==> src/mtc_pkg.sv <==
// Constants shared by the trap cause block and its exception priority picker.
// Assumes a single hart clock and a pipeline on the same clock.
package mtc_pkg;

    // ------------------------------------------------------------
    // Widths
    // ------------------------------------------------------------
    localparam int MTC_MRW = 64;
    localparam int MTC_CW = 6;
    localparam int MTC_IRQN = 7;
    localparam int MTC_XN = 14;
    localparam int MTC_AW = 8;

    // ------------------------------------------------------------
    // Register offsets and fields
    // ------------------------------------------------------------
    localparam logic [7:0] MTC_OFF_CAUSE = 8'h00;
    localparam logic [7:0] MTC_OFF_EPC = 8'h08;
    localparam logic [7:0] MTC_OFF_TVAL = 8'h10;
    localparam logic [7:0] MTC_OFF_CTRL = 8'h18;
    localparam logic [7:0] MTC_OFF_STAT = 8'h20;
    localparam int MTC_IRQ_BIT = 63;
    localparam int MTC_CTRL_MISAL_HI = 0;
    localparam logic [63:0] MTC_CAUSE_RST = 64'h0;
    localparam logic [63:0] MTC_EPC_RST = 64'h0;
    localparam logic [63:0] MTC_TVAL_RST = 64'h0;
    localparam logic MTC_MISAL_HI_RST = 1'b0;

    // ------------------------------------------------------------
    // Interrupt cause codes
    // ------------------------------------------------------------
    localparam logic [5:0] MTC_I_SSI = 6'h01;
    localparam logic [5:0] MTC_I_MSI = 6'h03;
    localparam logic [5:0] MTC_I_STI = 6'h05;
    localparam logic [5:0] MTC_I_MTI = 6'h07;
    localparam logic [5:0] MTC_I_SEI = 6'h09;
    localparam logic [5:0] MTC_I_MEI = 6'h0b;
    localparam logic [5:0] MTC_I_LCOF = 6'h0d;

    // ------------------------------------------------------------
    // Exception cause codes
    // ------------------------------------------------------------
    localparam logic [5:0] MTC_E_IMISAL = 6'h00;
    localparam logic [5:0] MTC_E_IACC = 6'h01;
    localparam logic [5:0] MTC_E_ILLEGAL = 6'h02;
    localparam logic [5:0] MTC_E_BRK = 6'h03;
    localparam logic [5:0] MTC_E_LMISAL = 6'h04;
    localparam logic [5:0] MTC_E_LACC = 6'h05;
    localparam logic [5:0] MTC_E_SMISAL = 6'h06;
    localparam logic [5:0] MTC_E_SACC = 6'h07;
    localparam logic [5:0] MTC_E_ECALL = 6'h08;
    localparam logic [5:0] MTC_E_IPAGE = 6'h0c;
    localparam logic [5:0] MTC_E_LPAGE = 6'h0d;
    localparam logic [5:0] MTC_E_SPAGE = 6'h0f;
    localparam logic [5:0] MTC_E_SWCHK = 6'h12;
    localparam logic [5:0] MTC_E_HWERR = 6'h13;

    // ------------------------------------------------------------
    // Exception request positions
    // ------------------------------------------------------------
    localparam int MTC_X_IBRK = 0;
    localparam int MTC_X_ITRANS = 1;
    localparam int MTC_X_IACC = 2;
    localparam int MTC_X_HWF = 3;
    localparam int MTC_X_ILLEGAL = 4;
    localparam int MTC_X_IMISAL = 5;
    localparam int MTC_X_ECALL = 6;
    localparam int MTC_X_EBRK = 7;
    localparam int MTC_X_DBRK = 8;
    localparam int MTC_X_SWCHK = 9;
    localparam int MTC_X_LSMISAL = 10;
    localparam int MTC_X_MTRANS = 11;
    localparam int MTC_X_MACC = 12;
    localparam int MTC_X_HWM = 13;

    // Source of the trap value on exception entry.
    typedef enum logic [2:0] {
        MTC_TV_ZERO = 3'b000,
        MTC_TV_PC = 3'b001,
        MTC_TV_FADDR = 3'b010,
        MTC_TV_DADDR = 3'b011,
        MTC_TV_INSN = 3'b100,
        MTC_TV_SWCHK = 3'b101
    } mtc_tval_sel_t;

endpackage

==> src/mtc_exc_if.sv <==
// Carries exception requests to the priority picker and its choice back.
// Assumes both ends share the hart clock; the picker is combinational.
`timescale 1ns/100ps
interface mtc_exc_if;
    import mtc_pkg::*;
    logic [MTC_XN-1:0] req;
    logic itrans_page;
    logic mtrans_page;
    logic is_store;
    logic misal_hi;
    logic [1:0] priv;
    logic valid;
    logic [MTC_CW-1:0] code;
    mtc_tval_sel_t tsel;
    modport src (output req, itrans_page, mtrans_page, is_store, misal_hi, priv,
                 input valid, code, tsel);
    modport pick (input req, itrans_page, mtrans_page, is_store, misal_hi, priv,
                  output valid, code, tsel);
endinterface

==> src/mtc_exc_prio.sv <==
// Picks the single highest-priority synchronous exception of an instruction.
// Assumes request bits are valid only in the cycle of trap entry.
`timescale 1ns/100ps
module mtc_exc_prio
    import mtc_pkg::*;
(
    mtc_exc_if.pick x
);

    function automatic logic [MTC_CW-1:0] ls_code(input logic st, input logic [MTC_CW-1:0] ld,
                                                 input logic [MTC_CW-1:0] sc);
        ls_code = st ? sc : ld;
    endfunction

    // ------------------------------------------------------------
    // Fixed priority chain
    // ------------------------------------------------------------
    always_comb
    begin
        x.valid = |x.req;
        x.code = MTC_E_IMISAL;
        x.tsel = MTC_TV_ZERO;
        if (x.req[MTC_X_IBRK])
        begin
            x.code = MTC_E_BRK;
            x.tsel = MTC_TV_PC;
        end
        else if (x.req[MTC_X_ITRANS])
        begin
            x.code = x.itrans_page ? MTC_E_IPAGE : MTC_E_IACC;
            x.tsel = MTC_TV_FADDR;
        end
        else if (x.req[MTC_X_IACC])
        begin
            x.code = MTC_E_IACC;
            x.tsel = MTC_TV_FADDR;
        end
        else if (x.req[MTC_X_HWF])
        begin
            x.code = MTC_E_HWERR;
            x.tsel = MTC_TV_FADDR;
        end
        else if (x.req[MTC_X_ILLEGAL])
        begin
            x.code = MTC_E_ILLEGAL;
            x.tsel = MTC_TV_INSN;
        end
        else if (x.req[MTC_X_IMISAL])
        begin
            x.code = MTC_E_IMISAL;
            x.tsel = MTC_TV_FADDR;
        end
        else if (x.req[MTC_X_ECALL])
        begin
            x.code = MTC_E_ECALL | {4'h0, x.priv};
        end
        else if (x.req[MTC_X_EBRK])
        begin
            x.code = MTC_E_BRK;
            x.tsel = MTC_TV_PC;
        end
        else if (x.req[MTC_X_DBRK])
        begin
            x.code = MTC_E_BRK;
            x.tsel = MTC_TV_DADDR;
        end
        else if (x.req[MTC_X_SWCHK])
        begin
            x.code = MTC_E_SWCHK;
            x.tsel = MTC_TV_SWCHK;
        end
        else if (x.req[MTC_X_LSMISAL] && x.misal_hi)
        begin
            x.code = ls_code(x.is_store, MTC_E_LMISAL, MTC_E_SMISAL);
            x.tsel = MTC_TV_DADDR;
        end
        else if (x.req[MTC_X_MTRANS])
        begin
            x.code = x.mtrans_page ? ls_code(x.is_store, MTC_E_LPAGE, MTC_E_SPAGE)
                                   : ls_code(x.is_store, MTC_E_LACC, MTC_E_SACC);
            x.tsel = MTC_TV_DADDR;
        end
        else if (x.req[MTC_X_MACC])
        begin
            x.code = ls_code(x.is_store, MTC_E_LACC, MTC_E_SACC);
            x.tsel = MTC_TV_DADDR;
        end
        else if (x.req[MTC_X_HWM])
        begin
            x.code = MTC_E_HWERR;
            x.tsel = MTC_TV_DADDR;
        end
        else if (x.req[MTC_X_LSMISAL])
        begin
            x.code = ls_code(x.is_store, MTC_E_LMISAL, MTC_E_SMISAL);
            x.tsel = MTC_TV_DADDR;
        end
    end

endmodule // mtc_exc_prio

==> src/mtc_trap_cause.sv <==
// Machine trap cause, return address and trap value registers of one hart.
// Assumes a pipeline on the same clock that pulses trap_take_in on trap entry.
`timescale 1ns/100ps

// Contract
// - Trap entry loads cause with event code.
// - Otherwise only software writes change cause.
// - Interrupt flag set for interrupts only.
// - Interrupt flag is most significant bit.
// - Cause field keeps supported codes only; code also keeps interrupt codes 16-63.
// - Interrupt codes 1,3,5,7,9,11,13.
// - Exception codes 0-9,11-13,15,18,19 as listed; ecall with priv_mode_in 2 still loads code 10 on entry.
// - Loads report load class, stores store class.
// - Privilege violations report illegal instruction.
// - Several exceptions: record highest priority one.
// - Instruction breakpoint highest, shares code 3.
// - Fetch translation faults, then fetch access.
// - Illegal, misaligned target, ecall, breaks tier.
// - Misaligned target ranks below fetch faults.
// - Data translation faults outrank physical faults.
// - Data misaligned ranked high or lowest.
// - Software check sets trap value.
// - Hardware error: return address, fault address.
// - Hardware error ranked where discovered.
// - Trap entry loads return address with pc.
module mtc_trap_cause
    import mtc_pkg::*;
(
    // Clock and reset
    input wire logic ref_clk_in,
    input wire logic reset_n_in,
    // Register port
    input wire logic [MTC_AW-1:0] reg_addr_in,
    input wire logic [MTC_MRW-1:0] reg_wr_data_in,
    input wire logic reg_wr_in,
    input wire logic reg_rd_in,
    output logic [MTC_MRW-1:0] reg_rd_data_out,
    // Pipeline trap requests
    input wire logic trap_take_in,
    input wire logic trap_is_irq_in,
    input wire logic [MTC_IRQN-1:0] irq_pend_in,
    input wire logic [MTC_XN-1:0] exc_req_in,
    input wire logic priv_viol_in,
    input wire logic itrans_page_in,
    input wire logic mtrans_page_in,
    input wire logic mem_is_store_in,
    input wire logic [1:0] priv_mode_in,
    // Trap information
    input wire logic [MTC_MRW-1:0] pc_in,
    input wire logic [MTC_MRW-1:0] fetch_addr_in,
    input wire logic [MTC_MRW-1:0] data_addr_in,
    input wire logic [31:0] insn_bits_in,
    input wire logic [MTC_MRW-1:0] swchk_info_in,
    // Register views
    output logic [MTC_MRW-1:0] trap_cause_out,
    output logic [MTC_MRW-1:0] trap_epc_out,
    output logic [MTC_MRW-1:0] trap_value_out,
    output logic trap_entry_out
);

    // ------------------------------------------------------------
    // Declarations
    // ------------------------------------------------------------
    logic [MTC_MRW-1:0] cause_q;
    logic [MTC_MRW-1:0] epc_q;
    logic [MTC_MRW-1:0] tval_q;
    logic [MTC_MRW-1:0] rd_data_q;
    logic misal_hi_q;
    logic seen_q;
    logic last_irq_q;
    logic entry_q;
    logic entry;
    logic irq_entry;
    logic [MTC_CW-1:0] irq_cd;
    logic [MTC_CW-1:0] new_code;
    logic [MTC_MRW-1:0] new_tval;
    logic cause_wr;
    logic epc_wr;
    logic tval_wr;
    logic ctrl_wr;

    mtc_exc_if exc ();

    // Interrupt choice when several are pending; machine before supervisor.
    function automatic logic [MTC_CW-1:0] irq_code(input logic [MTC_IRQN-1:0] p);
        if (p[5])
            irq_code = MTC_I_MEI;
        else if (p[1])
            irq_code = MTC_I_MSI;
        else if (p[3])
            irq_code = MTC_I_MTI;
        else if (p[4])
            irq_code = MTC_I_SEI;
        else if (p[0])
            irq_code = MTC_I_SSI;
        else if (p[2])
            irq_code = MTC_I_STI;
        else
            irq_code = MTC_I_LCOF;
    endfunction

    // Cause field holds supported codes and interrupt codes 16 and up; others read back as zero.
    function automatic logic [MTC_CW-1:0] legal_code(input logic irq, input logic [MTC_CW-1:0] c);
        if (irq)
            legal_code = (c[0] && c <= MTC_I_LCOF) || c >= 6'h10 ? c : 6'h00;
        else
            legal_code = (c <= MTC_E_SACC) || c == MTC_E_ECALL || c == 6'h09 || c == 6'h0b
                         || c == MTC_E_IPAGE || c == MTC_E_LPAGE || c == MTC_E_SPAGE
                         || c == MTC_E_SWCHK || c == MTC_E_HWERR ? c : 6'h00;
    endfunction

    // ------------------------------------------------------------
    // Exception priority
    // ------------------------------------------------------------
    always_comb
    begin
        exc.req = exc_req_in;
        exc.req[MTC_X_ILLEGAL] = exc_req_in[MTC_X_ILLEGAL] | priv_viol_in;
        exc.itrans_page = itrans_page_in;
        exc.mtrans_page = mtrans_page_in;
        exc.is_store = mem_is_store_in;
        exc.misal_hi = misal_hi_q;
        exc.priv = priv_mode_in;
    end

    mtc_exc_prio mtc_exc_prio_inst (
        .x(exc.pick)
    );

    // ------------------------------------------------------------
    // Trap entry decode
    // ------------------------------------------------------------
    assign irq_cd = irq_code(irq_pend_in);
    assign irq_entry = trap_take_in && trap_is_irq_in && (|irq_pend_in);
    assign entry = irq_entry || (trap_take_in && !trap_is_irq_in && exc.valid);
    assign new_code = irq_entry ? irq_cd : exc.code;
    assign cause_wr = reg_wr_in && reg_addr_in == MTC_OFF_CAUSE;
    assign epc_wr = reg_wr_in && reg_addr_in == MTC_OFF_EPC;
    assign tval_wr = reg_wr_in && reg_addr_in == MTC_OFF_TVAL;
    assign ctrl_wr = reg_wr_in && reg_addr_in == MTC_OFF_CTRL;

    always_comb
    begin
        new_tval = '0;
        if (!irq_entry)
        begin
            unique case (exc.tsel)
                MTC_TV_ZERO: new_tval = '0;
                MTC_TV_PC: new_tval = pc_in;
                MTC_TV_FADDR: new_tval = fetch_addr_in;
                MTC_TV_DADDR: new_tval = data_addr_in;
                MTC_TV_INSN: new_tval = {32'h0, insn_bits_in};
                MTC_TV_SWCHK: new_tval = swchk_info_in;
                default: new_tval = '0;
            endcase
        end
    end

    // ------------------------------------------------------------
    // Trap cause register
    // ------------------------------------------------------------
    always_ff @(posedge ref_clk_in or negedge reset_n_in)
    begin
        if (!reset_n_in)
            cause_q <= MTC_CAUSE_RST;
        else if (entry)
            cause_q <= {irq_entry, 57'h0, new_code};
        else if (cause_wr)
            cause_q <= {reg_wr_data_in[MTC_IRQ_BIT], 57'h0,
                        legal_code(reg_wr_data_in[MTC_IRQ_BIT],
                                   reg_wr_data_in[MTC_CW-1:0])};
    end

    // ------------------------------------------------------------
    // Return address and trap value
    // ------------------------------------------------------------
    always_ff @(posedge ref_clk_in or negedge reset_n_in)
    begin
        if (!reset_n_in)
            epc_q <= MTC_EPC_RST;
        else if (entry)
            epc_q <= {pc_in[MTC_MRW-1:1], 1'b0};
        else if (epc_wr)
            epc_q <= {reg_wr_data_in[MTC_MRW-1:1], 1'b0};
    end

    always_ff @(posedge ref_clk_in or negedge reset_n_in)
    begin
        if (!reset_n_in)
            tval_q <= MTC_TVAL_RST;
        else if (entry)
            tval_q <= new_tval;
        else if (tval_wr)
            tval_q <= reg_wr_data_in;
    end

    // ------------------------------------------------------------
    // Control and status
    // ------------------------------------------------------------
    always_ff @(posedge ref_clk_in or negedge reset_n_in)
    begin
        if (!reset_n_in)
            misal_hi_q <= MTC_MISAL_HI_RST;
        else if (ctrl_wr)
            misal_hi_q <= reg_wr_data_in[MTC_CTRL_MISAL_HI];
    end

    always_ff @(posedge ref_clk_in or negedge reset_n_in)
    begin
        if (!reset_n_in)
        begin
            seen_q <= 1'b0;
            last_irq_q <= 1'b0;
            entry_q <= 1'b0;
        end
        else
        begin
            entry_q <= entry;
            if (entry)
            begin
                seen_q <= 1'b1;
                last_irq_q <= irq_entry;
            end
        end
    end

    // ------------------------------------------------------------
    // Register read port
    // ------------------------------------------------------------
    always_ff @(posedge ref_clk_in or negedge reset_n_in)
    begin
        if (!reset_n_in)
            rd_data_q <= '0;
        else if (reg_rd_in)
        begin
            unique case (reg_addr_in)
                MTC_OFF_CAUSE: rd_data_q <= cause_q;
                MTC_OFF_EPC: rd_data_q <= epc_q;
                MTC_OFF_TVAL: rd_data_q <= tval_q;
                MTC_OFF_CTRL: rd_data_q <= {63'h0, misal_hi_q};
                MTC_OFF_STAT: rd_data_q <= {62'h0, last_irq_q, seen_q};
                default: rd_data_q <= '0;
            endcase
        end
        else
            rd_data_q <= '0;
    end

    assign reg_rd_data_out = rd_data_q;
    assign trap_cause_out = cause_q;
    assign trap_epc_out = epc_q;
    assign trap_value_out = tval_q;
    assign trap_entry_out = entry_q;
endmodule // mtc_trap_cause
==> config.mk <==
export PLATFORM = sky130hd
export DESIGN_NAME = mtc_trap_cause
export DESIGN_NICKNAME = d
export VERILOG_FILES = /design/src/mtc_pkg.sv /design/src/mtc_exc_if.sv /design/src/mtc_exc_prio.sv /design/src/mtc_trap_cause.sv
export SDC_FILE = /design/constraint.sdc
export NUM_CORES = 1
export LEC_CHECK = 0
export ABC_CLOCK_PERIOD_IN_PS = 4300
export BUFFER_PORTS_ARGS = -buffer_cell sky130_fd_sc_hd__buf_2
export CORE_AREA = 2 2 255 257
export DETAILED_ROUTE_END_ITERATION = 10
export DIE_AREA = 0 0 257 259
export PLACE_DENSITY = 0.45
export SETUP_SLACK_MARGIN = 0.15
export SLEW_MARGIN = 20
export SYNTH_ARGS = -nofsm -noshare
export SYNTH_HDL_FRONTEND = slang
export SYNTH_SLANG_ARGS = --single-unit
export TNS_END_PERCENT = 5
==> constraint.sdc <==
create_clock -name ref_clk_in -period 4.3 [get_ports ref_clk_in]
set_input_delay 0.215 -clock ref_clk_in [delete_from_list [all_inputs] [get_ports ref_clk_in]]
set_output_delay 0.215 -clock ref_clk_in [all_outputs]
set_load 0.03 [all_outputs]
==> impl_metrics.csv, run 1 <==
group,metric,value,unit
yosys,ys_types,59,
yosys,synth_edf_count,0,
drt,initialDrtViolationCount,1029,
global_routing,grt_max_degree,93,
finish,layout_common_cells,"buf_2, dfrtp_1, o21ai_0",
finish,final_common_cell,"buf_2",
timing,setup_slack,1.290,ns
placed_design,port_buffers,591,
clock_network,clkLatencyLatePin,0.56,ns
global_routing,antenna_found_initial,16,
worst_setup_path,path_cells,"buf_2 -> nor4_1 -> nand2b_1 -> nor3b_4 -> nand2_4 -> buf_4 -> mux2i_1 -> o21ai_0 -> dlygate4sd3_1",
finish,synthToLayoutAreaGrowth,52.40,%
power,p_leak,8.964,nW
timing,fin_crit,3.010,ns
yosys,async_flop_share,1.000,
flow_run,cap_violations,0,
power,irDropWorstVdd,0.1375,mV
clock_network,clock_sinks,202,
timing,skew,0.008746,ns
floorplan,die_y,259,µm
hold_path,hp-class,"in2reg",
timing,fin_crit_sh,0.6999,
worst_setup_path,cp_top_family,"simple AND/OR/NAND/NOR gates",
floorplan,core,63880,µm²
timing,max_slew.worst_pin.slew,1.219,ns
drt,wl_per_cell,22.10,µm
floorplan,die_w,257,µm
drt,ant_nets,0,
yosys,syn-cell-area,12060,µm²
outcome,status,"completed",
drt,vias,14280,
yosys,ys_ff_latch,202,
yosys,syn_avg_cell_area,8.303,µm²
timing,max_slew_margin,0.1786,
worst_setup_path,worst_setup_path_end_kind,"register",
yosys,ys_seq_area_frac,0.4193,
floorplan,dieArea,66560,µm²
worst_setup_path,cp_num_buf_inv,3,
clock_network,cts_buffer_depth,3,
yosys,synth_cells,1452,
timing,hold_ws,0.02948,ns
worst_setup_path,cp_max_fo,49,
clock_network,cts_tree,"yes",
power,p_total,6.279,mW
worst_setup_path,crit_path_start_kind,"primary input",
global_routing,grtUsageTotal,0.1916,
global_routing,grt_first_pass_wirelength,96.35,mm
drt,m1WireLength,27.58,mm
placed_design,place_hpwl,48.95,mm
worst_setup_path,ff2ff_setup_slack,2.10,ns
placed_design,pre_cts_slack,1.001,ns
clock_network,post_cts_buffers,0,
placed_design,dp_cells,2802,
clock_network,clock-root-buffer,"clkbuf_16",
drt,drt_wl_total,66.98,mm
floorplan,io_pins,650,
finish,layout-drive-gt1-share,0.3187,
finish,layout.cells.non_filler,3031,
finish,fillers,6970,
worst_setup_path,arrival,3.44,ns
drt,drc,0,
yosys,yosys_warnings,0,
worst_setup_path,critPathKind,"in2reg",
worst_setup_path,cp_data_required_time,4.73,ns
power,powerDensity,341.7,nW/µm²
floorplan,row_count,93,
drt,dr.pass1.iters,7,
yosys,ys.flop_type,"dfrtp_1",
floorplan,start_util,0.1887,
global_routing,grt-ovfl-total,0,
global_routing,grt_pass1_vias,14890,
timing,finalSetupTns,0,ns
yosys,synth_area_leaders,"dfrtp_1, mux2i_1, o21ai_0, a21oi_1, nor2_1",
drt,top_layer,"met5",
drt,wl_met3,5.355,mm
timing,drv_slew,0,
worst_setup_path,slowest_delay,0.61,ns
clock_network,cts_buffers,27,
timing,rsz0062_at_grt,"no",
timing,fmax,332.3,MHz
clock_network,cts.clk_slew.worst_paths,0.06,ns
timing,hold_viol,0,
worst_setup_path,cpMaxStageDelayCell,"nand2_4",
drt,wl_met2,31.60,mm
yosys,synth_top_area_cell,"dfrtp_1",
yosys,synth_top_area_frac,0.4193,
placed_design,place.gp.congestion,0.8620,
drt,viasPerCell,4.712,
clock_network,htreeDepth,1,
finish,nets,2542,
timing,setup_viol_count_final,0,
==> synthesized netlist by cell type (8+ instances only) <==
library cell and n:
clkbuf_1 84, a21oi_1 171, dfrtp_1 202, nor2_1 153, mux2i_1 105, a22oi_1 57, nand3_1 72, o2bb2ai_1 31
o21ai_1 67, nand2_1 136, buf_2 22, o21ai_0 192, buf_4 66, nor3_1 8
==> sequential cells by signal, summed over array words and instances (netlist names) <==
register,count
reg_rd_data_out,64
trap_entry_out,1
trap_cause_out,7
trap_epc_out,63
last_irq_q,1
trap_value_out,64
exc.misal_hi,1
seen_q,1
==> layout make-up <==
type                       count  area (µm²)  area share
clock buffer                  40       804.5     0.04379
sequential                   202        5055      0.2751
clock inverter                 8       126.4    0.006878
multi-input combinational   1119        6301      0.3430
antenna                        8       20.02    0.001090
timing repair buffer         794        4975      0.2708
inverter                       5       21.27    0.001158
tap                          855        1070     0.05823
==> logic make-up after synthesis <==
kind of cell | Yosys count | share of synthesized area
AOI/OAI and AO/OA | 551 | 0.2620
and+or+nand+nor | 403 | 0.1451
DFF | 202 | 0.4193
buffers and inverters | 188 | 0.08428
muxes | 107 | 0.08905
other | 1 | 0.0003111
==> tightest hold or removal path: stages <==
cell	delay (ns)
buf_2	0.08
o21ai_0	0.08
a21oi_1	0.15
==> report_power, final <==
part	internal, mW	leakage [nW]	switching [mW]	total (mW)
sequential	2.07	2.57	0.181	2.25
clock	1.47	0.459	0.922	2.39
combinational	0.588	5.93	1.06	1.65
total	4.12	8.96	2.16	6.28
==> metal layers <==
layer,up-vias,track usage
li1,6473,-
met2,785,0.3198
met5,-,0
met3,132,0.04081
met4,4,0.07542
met1,6888,0.2412
==> through the flow <==
stage,utilization,cell area [µm²]
floorplan,-,12270
global placement,0.2456,15690
detailed placement,0.2456,15690
CTS,0.2873,18350
global route,0.2875,18370
finish,0.2876,18370
==> repair_timing <==
item                                   CTS  global route
endpoints found under the hold margin  182             0
setup endpoints to repair                0             0
hold buffers                           173             0
resized for setup                        0             0
==> path summary, 6_finish.rpt <==
check                                          from                              to  depth (start not counted)
max                                  reg_addr_in[1]    trap_epc_out[20]$_DFFE_PN0P_                          9
min                              reg_wr_data_in[44]  trap_value_out[44]$_DFFE_PN0P_                          3
max reg2reg                exc.misal_hi$_DFFE_PN0P_   trap_cause_out[1]$_DFFE_PN0P_                          7
min reg2reg                  last_irq_q$_DFFE_PN0N_          last_irq_q$_DFFE_PN0N_                          2
max in group asynchronous                reset_n_in    trap_epc_out[28]$_DFFE_PN0P_                          3
min in group asynchronous                reset_n_in    trap_epc_out[56]$_DFFE_PN0P_                          2
Note: power is estimated with default switching activity, not from simulation.
==> inputs of run 2 (changes only) <==
--- a/config.mk
+++ b/config.mk
@@ -5,11 +5,11 @@
 export SDC_FILE = /design/constraint.sdc
 export NUM_CORES = 1
 export LEC_CHECK = 0
-export ABC_CLOCK_PERIOD_IN_PS = 4300
+export ABC_CLOCK_PERIOD_IN_PS = 2900
 export BUFFER_PORTS_ARGS = -buffer_cell sky130_fd_sc_hd__buf_2
-export CORE_AREA = 2 2 255 257
+export CORE_AREA = 2 2 256 258
 export DETAILED_ROUTE_END_ITERATION = 10
-export DIE_AREA = 0 0 257 259
+export DIE_AREA = 0 0 258 260
 export PLACE_DENSITY = 0.45
 export SETUP_SLACK_MARGIN = 0.15
 export SLEW_MARGIN = 20
==> constraint.sdc (replaced) <==
create_clock -name ref_clk_in -period 2.9 [get_ports ref_clk_in]
set_input_delay 0.145 -clock ref_clk_in [delete_from_list [all_inputs] [get_ports ref_clk_in]]
set_output_delay 0.145 -clock ref_clk_in [all_outputs]
set_load 0.03 [all_outputs]
==> run 2 against run 1 <==
  * Die area rose by 0.78%
  * Via count rose by 3.9%
  * Power rose by 46%
  * Non-clock buffer count rose by 59
  * Utilization rose by 0.80 points
  * Cell count rose by 1.8%
  * Register-to-register slack got worse by 1.7 ns
  * Critical endpoint is now trap_value_out[26]$_DFFE_PN0P_
  * Largest cell class unchanged
==> impl_metrics.csv, run 2 (synthesis gave the netlist of run 1 again) <==
group,metric,value,unit
outcome,status,"completed",
placed_design,port_buffers,591,
finish,layout.cells.non_filler,3087,
worst_setup_path,critPathKind,"in2reg",
worst_setup_path,slowest_delay,0.86,ns
power,irDropWorstVdd,0.2972,mV
worst_setup_path,cpMaxStageDelayCell,"buf_4",
finish,utilization,0.2956,
flow_run,cap_violations,0,
drt,drt_wl_total,69.27,mm
clock_network,htreeDepth,1,
timing,max_slew.worst_pin.slew,1.135,ns
timing,skew,0.007808,ns
finish,nets,2600,
drt,wl_per_cell,22.44,µm
power,p_leak,9.241,nW
floorplan,row_count,93,
worst_setup_path,crit_top_cell,"a21oi_1",
drt,viasPerCell,4.806,
floorplan,dieArea,67080,µm²
floorplan,start_util,0.1880,
finish,final_common_cell,"buf_2",
placed_design,post_dp_cell_area,16040,µm²
drt,initialDrtViolationCount,1124,
global_routing,grt-ovfl-total,0,
worst_setup_path,ff2ff_setup_slack,0.38,ns
timing,setup_viol_count_final,0,
finish,stdcell_area,18950,µm²
floorplan,core,64120,µm²
placed_design,place.gp.congestion,0.9151,
finish,synthToLayoutAreaGrowth,57.23,%
timing,hold_viol,0,
placed_design,place_hpwl,49.92,mm
timing,fin_crit,2.548,ns
drt,dr.pass1.iters,5,
floorplan,die_y,260,µm
global_routing,grt_pass1_vias,15260,
worst_setup_path,cp_data_required_time,3.39,ns
clock_network,clock-root-buffer,"clkbuf_16",
hold_path,hp-class,"in2reg",
drt,drc,0,
clock_network,clkLatencyLatePin,0.56,ns
timing,drv_slew,0,
floorplan,die_w,258,µm
finish,layout_common_cells,"buf_2, dlygate4sd3_1, dfrtp_1",
timing,finalSetupTns,0,ns
timing,fmax,392.5,MHz
global_routing,antenna_found_initial,11,
clock_network,cts.clk_slew.worst_paths,0.06,ns
timing,fin_crit_sh,0.8786,
placed_design,dp_cells,2830,
floorplan,io_pins,650,
drt,ant_nets,0,
global_routing,grt_max_degree,87,
worst_setup_path,path_cells,"buf_2 -> nor4_2 -> buf_4 -> nand3_1 -> a21oi_1 -> o21ai_1 -> a21oi_1 -> dlygate4sd3_1",
worst_setup_path,cp_max_fo,63,
finish,fillers,7016,
timing,max_slew_margin,0.2340,
global_routing,grt_first_pass_wirelength,99.14,mm
global_routing,grtUsageTotal,0.1961,
worst_setup_path,worst_setup_path_end_kind,"register",
worst_setup_path,crit_path_start_kind,"primary input",
clock_network,cts_buffer_depth,3,
clock_network,cts_buffers,26,
clock_network,clock_sinks,202,
worst_setup_path,arrival,3.04,ns
clock_network,cts_tree,"yes",
drt,vias,14840,
power,powerDensity,483.1,nW/µm²
finish,layout-drive-gt1-share,0.3217,
timing,rsz0062_at_grt,"no",
## run 2: stage by stage
step	power, mW	hold WS (ns)	setup slack [ns]
after floorplan	4.535	-0.1506	0.9978
after global placement	5.585	0.2580	0.3138
after CTS	9.244	0.001100	0.3298
after detailed placement	5.595	0.2632	0.2785
after global routing	9.571	0.03505	0.1790
final	9.157	0.03105	0.3520
## run 2: path summary, 6_finish.rpt
path                                                from                              to  depth (start not counted)
worst max-delay path                       exc_req_in[0]  trap_value_out[26]$_DFFE_PN0P_                          8
worst min-delay path                  reg_wr_data_in[63]  trap_cause_out[63]$_DFFE_PN0P_                          3
worst max register to register  exc.misal_hi$_DFFE_PN0P_   trap_cause_out[1]$_DFFE_PN0P_                          7
worst min register to register        seen_q$_DFFE_PN0N_              seen_q$_DFFE_PN0N_                          1
max in group asynchronous                     reset_n_in   reg_rd_data_out[43]$_DFF_PN0_                          3
min in group asynchronous                     reset_n_in   reg_rd_data_out[55]$_DFF_PN0_                          2
## run 2: layout make-up
| cell class | instances | area, µm² | share of cell area |
|---|---|---|---|
| sequential | 202 | 5055 | 0.2667 |
| inverter | 5 | 21.27 | 0.001122 |
| timing repair buffer | 853 | 5633 | 0.2972 |
| tap | 855 | 1070 | 0.05644 |
| multi-input combinational | 1119 | 6312 | 0.3330 |
| clock buffer | 43 | 825.8 | 0.04357 |
| clock inverter | 4 | 22.52 | 0.001188 |
| antenna | 6 | 15.01 | 0.0007921 |
## run 2: per-layer routing
| layer | GRT usage | wire length [µm] |
|---|---|---|
| met1 | 0.2461 | 28890 |
| met2 | 0.3386 | 33220 |
| met3 | 0.03285 | 4857 |
| met4 | 0.06952 | 2292 |
| met5 | 0 | 11 |
## run 2: where the power goes
| group | total, mW | internal (mW) | switching, mW |
|---|---|---|---|
| clock network | 3.27 | 1.92 | 1.35 |
| logic | 2.56 | 0.959 | 1.60 |
| registers | 3.33 | 3.06 | 0.265 |
| total | 9.16 | 5.95 | 3.21 |
## run 2: timing repair
item / CTS / global route
hold buffers: 204 / 0
buffers inserted: 0 / 0
endpoints found under the hold margin: 209 / 0
endpoints found under the setup margin: 0 / 2
gates resized for setup: 0 / 1
## run 2: worst max-delay path: cells and delay by family
| family | cells | cell delay (ns) |
|---|---|---|
| buf+inv | 3 | 1.60 |
| compound gates | 3 | 0.46 |
| simple gates | 2 | 0.77 |
==> inputs of run 3 (changes only) <==
--- a/config.mk
+++ b/config.mk
@@ -7,13 +7,14 @@
 export LEC_CHECK = 0
 export ABC_CLOCK_PERIOD_IN_PS = 2900
 export BUFFER_PORTS_ARGS = -buffer_cell sky130_fd_sc_hd__buf_2
-export CORE_AREA = 2 2 256 258
+export CORE_AREA = 2 2 253 255
 export DETAILED_ROUTE_END_ITERATION = 10
-export DIE_AREA = 0 0 258 260
+export DIE_AREA = 0 0 255 257
 export PLACE_DENSITY = 0.45
-export SETUP_SLACK_MARGIN = 0.15
+export SETUP_SLACK_MARGIN = 0.02
 export SLEW_MARGIN = 20
 export SYNTH_ARGS = -nofsm -noshare
 export SYNTH_HDL_FRONTEND = slang
+export SYNTH_HIERARCHICAL = 1
 export SYNTH_SLANG_ARGS = --single-unit
 export TNS_END_PERCENT = 5
==> run 3 against run 2 <==
  * Maximum frequency down 5.9%
  * Cell count down 4.7%
  * Count of clock-buffer cells in the layout down 3
  * Wire length down 8.1%
  * Via count down 7.6%
  * Highest routed layer unchanged
==> impl_metrics.csv, run 3 <==
group,metric,value,unit
outcome,status,"completed",
worst_setup_path,reg2reg_to,"reg_rd_data_out[0]$_DFF_PN0_",
global_routing,grtUsageTotal,0.1828,
finish,layout_common_cells,"buf_2, dfrtp_1, dlygate4sd3_1",
floorplan,die_w,255,µm
worst_setup_path,cp_num_buf_inv,6,
global_routing,grt_pass1_vias,13960,
placed_design,port_buffers,591,
timing,drv_slew,0,
worst_setup_path,r2r_cells,6,
yosys,synth_common_cells,"dfrtp_1, nor2_1, nand2_1",
timing,skew,0.01241,ns
timing,setup_viol_count_final,0,
timing,rsz0062_at_grt,"no",
global_routing,antenna_found_initial,5,
worst_setup_path,critPathKind,"in2reg",
floorplan,die_y,257,µm
power,p_leak,8.587,nW
drt,drc,0,
placed_design,post_dp_cell_area,15470,µm²
worst_setup_path,worst_setup_path_end_kind,"register",
drt,viasPerCell,4.660,
drt,drt_wl_total,63.66,mm
yosys,async_flop_share,1.000,
worst_setup_path,crit_path_start_kind,"primary input",
finish,multi_input_area,5736,µm²
timing,fin_crit_sh,0.9337,
finish,layout-drive-gt1-share,0.3494,
yosys,ys.flop_type,"dfrtp_1",
timing,max_slew_margin,0.3507,
finish,utilization,0.2934,
worst_setup_path,ff2ff_setup_slack,0.92,ns
power,irDropWorstVdd,0.3422,mV
placed_design,place_hpwl,45.54,mm
yosys,syn-cell-area,11520,µm²
finish,final_common_cell,"buf_2",
yosys,synth_edf_count,0,
clock_network,clock_sinks,202,
yosys,syn_avg_cell_area,8.831,µm²
floorplan,dieArea,65540,µm²
yosys,synth.area.mux_share,0.03572,
hold_path,hp-class,"in2reg",
timing,max_slew.worst_pin.slew,0.9740,ns
worst_setup_path,slowest_delay,0.60,ns
hold_path,hold_end,"trap_value_out[53]$_DFFE_PN0P_",
floorplan,io_pins,650,
worst_setup_path,cpMaxStageDelayCell,"dlygate4sd3_1",
yosys,synth-xor-area-share,0,
power,powerDensity,457.4,nW/µm²
timing,fmax,369.3,MHz
placed_design,place.gp.congestion,0.9011,
global_routing,grt-ovfl-total,0,
finish,stdcell_area,18410,µm²
finish,nets,2472,
drt,vias,13710,
placed_design,pre_cts_slack,-0.02184,ns
worst_setup_path,arrival,3.15,ns
yosys,yosys.area_share.simple,0.1431,
finish,fillers,6776,
clock_network,cts_buffer_depth,3,
floorplan,row_count,92,
worst_setup_path,path_cells,"dlygate4sd3_1 -> buf_2 -> nor3_4 -> nand2_1 -> a21oi_1 -> a21o_2 -> buf_6 -> buf_16 -> nor3b_4 -> buf_12 -> a221oi_1 -> dlygate4sd3_1 -> o21ai_1 -> o21a_1",
yosys,ys_seq_area_frac,0.4386,
hold_path,min_path_cells,4,
worst_setup_path,cp_max_fo,32,
drt,dr.pass1.iters,5,
clock_network,cts.clk_slew.worst_paths,0.06,ns
global_routing,grt_max_degree,64,
hold_path,holdCritStartpoint,"fetch_addr_in[53]",
worst_setup_path,timing.rr.start,"trap_value_out[0]$_DFFE_PN0P_",
floorplan,start_util,0.1837,
drt,wl_per_cell,21.64,µm
timing,hold_viol,0,
worst_setup_path,cp_top_family,"buffers and inverters",
yosys,synth_top_area_cell,"dfrtp_1",
worst_setup_path,cp_data_required_time,3.34,ns
flow_run,cap_violations,0,
yosys,synth_area_leaders,"dfrtp_1, nor2_1, nand2_1, o21ai_0, a22o_1",
yosys,synth_top_family_by_area,"compound AO/OA/AOI/OAI gates",
yosys,synth.most_common_cell,"dfrtp_1",
clock_network,cts_tree,"yes",
clock_network,clock-root-buffer,"clkbuf_16",
yosys,synth_compound_area_frac,0.2911,
yosys,synth_cells,1305,
yosys,synth_top_area_frac,0.4386,
timing,fin_crit,2.708,ns
finish,synthToLayoutAreaGrowth,59.71,%
finish,seqCellArea,5055,µm²
clock_network,cts_buffers,26,
yosys,yosys_warnings,6,
drt,ant_nets,0,
timing,setup_slack,0.1922,ns
global_routing,grt_first_pass_wirelength,90.09,mm
worst_setup_path,crit_top_cell,"dlygate4sd3_1",
yosys,synthAdderAreaFrac,0,
clock_network,htreeDepth,1,
clock_network,clkLatencyLatePin,0.55,ns
yosys,ys_ff_latch,202,
drt,initialDrtViolationCount,1011,
yosys,ys_types,63,
floorplan,core,62740,µm²
-- run 3: cell count changes after synthesis, sizes merged, moves of 43 or more --
cell   before  now
a21oi     172   41
a22o        1   58
a31oi       7   67
mux2i     105   40
nand3      72    4
o21a        0   43
o21ai     259  162
-- run 3: where the power goes --
part	internal (mW)	leakage [nW]	switching [mW]	total, mW
combinational	0.900	5.69	1.29	2.19
clock	1.77	0.382	1.29	3.06
sequential	2.99	2.52	0.179	3.17
total	5.66	8.59	2.76	8.42
-- run 3: cell type report --
| cell class | instances | share of cell area |
|---|---|---|
| well taps | 846 | 0.05751 |
| flip-flops and latches | 202 | 0.2746 |
| clock buffers | 40 | 0.04099 |
| multi-input cells | 987 | 0.3116 |
| inverters | 5 | 0.001020 |
| clock inverters | 4 | 0.001088 |
| repair buffers | 857 | 0.3130 |
| diodes | 1 | 0.0001360 |
-- run 3: what timing repair did --
action,CTS,global route
endpoints found under the hold margin,197,0
hold buffers,200,0
buffers inserted,0,6
resized for setup,0,8
endpoints found under the setup margin,0,20
-- run 3: how the worst max path moves through the flow --
stage	slack, ns	end	start	cells after the start
after global placement	-0.08	trap_value_out[41]$_DFFE_PN0P_	exc_req_in[11]	11
after CTS	0.03	trap_value_out[55]$_DFFE_PN0P_	exc_req_in[2]	14
final	0.19	trap_value_out[49]$_DFFE_PN0P_	exc_req_in[2]	14
after floorplan	0.65	trap_value_out[0]$_DFFE_PN0P_	priv_viol_in	11
after detailed placement	-0.02	trap_value_out[16]$_DFFE_PN0P_	exc_req_in[11]	13
after global routing	0.04	trap_value_out[51]$_DFFE_PN0P_	exc_req_in[2]	14
-- run 3: cell families after synthesis --
family,count (synthesis)
AO/OA/AOI/OAI,496
multiplexers,41
buffers and inverters,173
flip-flops,202
other,2
AND/OR/NAND/NOR,391
-- run 3: metal layers --
metal | share of wire | track usage | wire length (µm)
met4 | 0.045 | 0.08869 | 2858
met5 | 0.00058 | 0 | 37
met1 | 0.39 | 0.2163 | 25080
met3 | 0.075 | 0.03702 | 4753
met2 | 0.49 | 0.3135 | 30930
-- run 3: per-stage QoR --
stage          std cells  power [mW]  TNS (ns)  hold WS (ns)
2_1_floorplan       1362       4.217         0       -0.1506
3_3_place_gp        2688       5.080   -0.2154        0.1502
4_1_cts             2933       8.488         0     0.0005071
6_report            2942       8.420         0       0.02519
5_1_grt             2942       8.805         0       0.01123
3_5_place_dp        2689       5.090  -0.02184        0.1461
-- run 3: worst min-delay path, stage by stage --
cell	delay, ns
buf_2	0.09
a221oi_1	0.07
o21ai_1	0.11
o21a_1	0.11
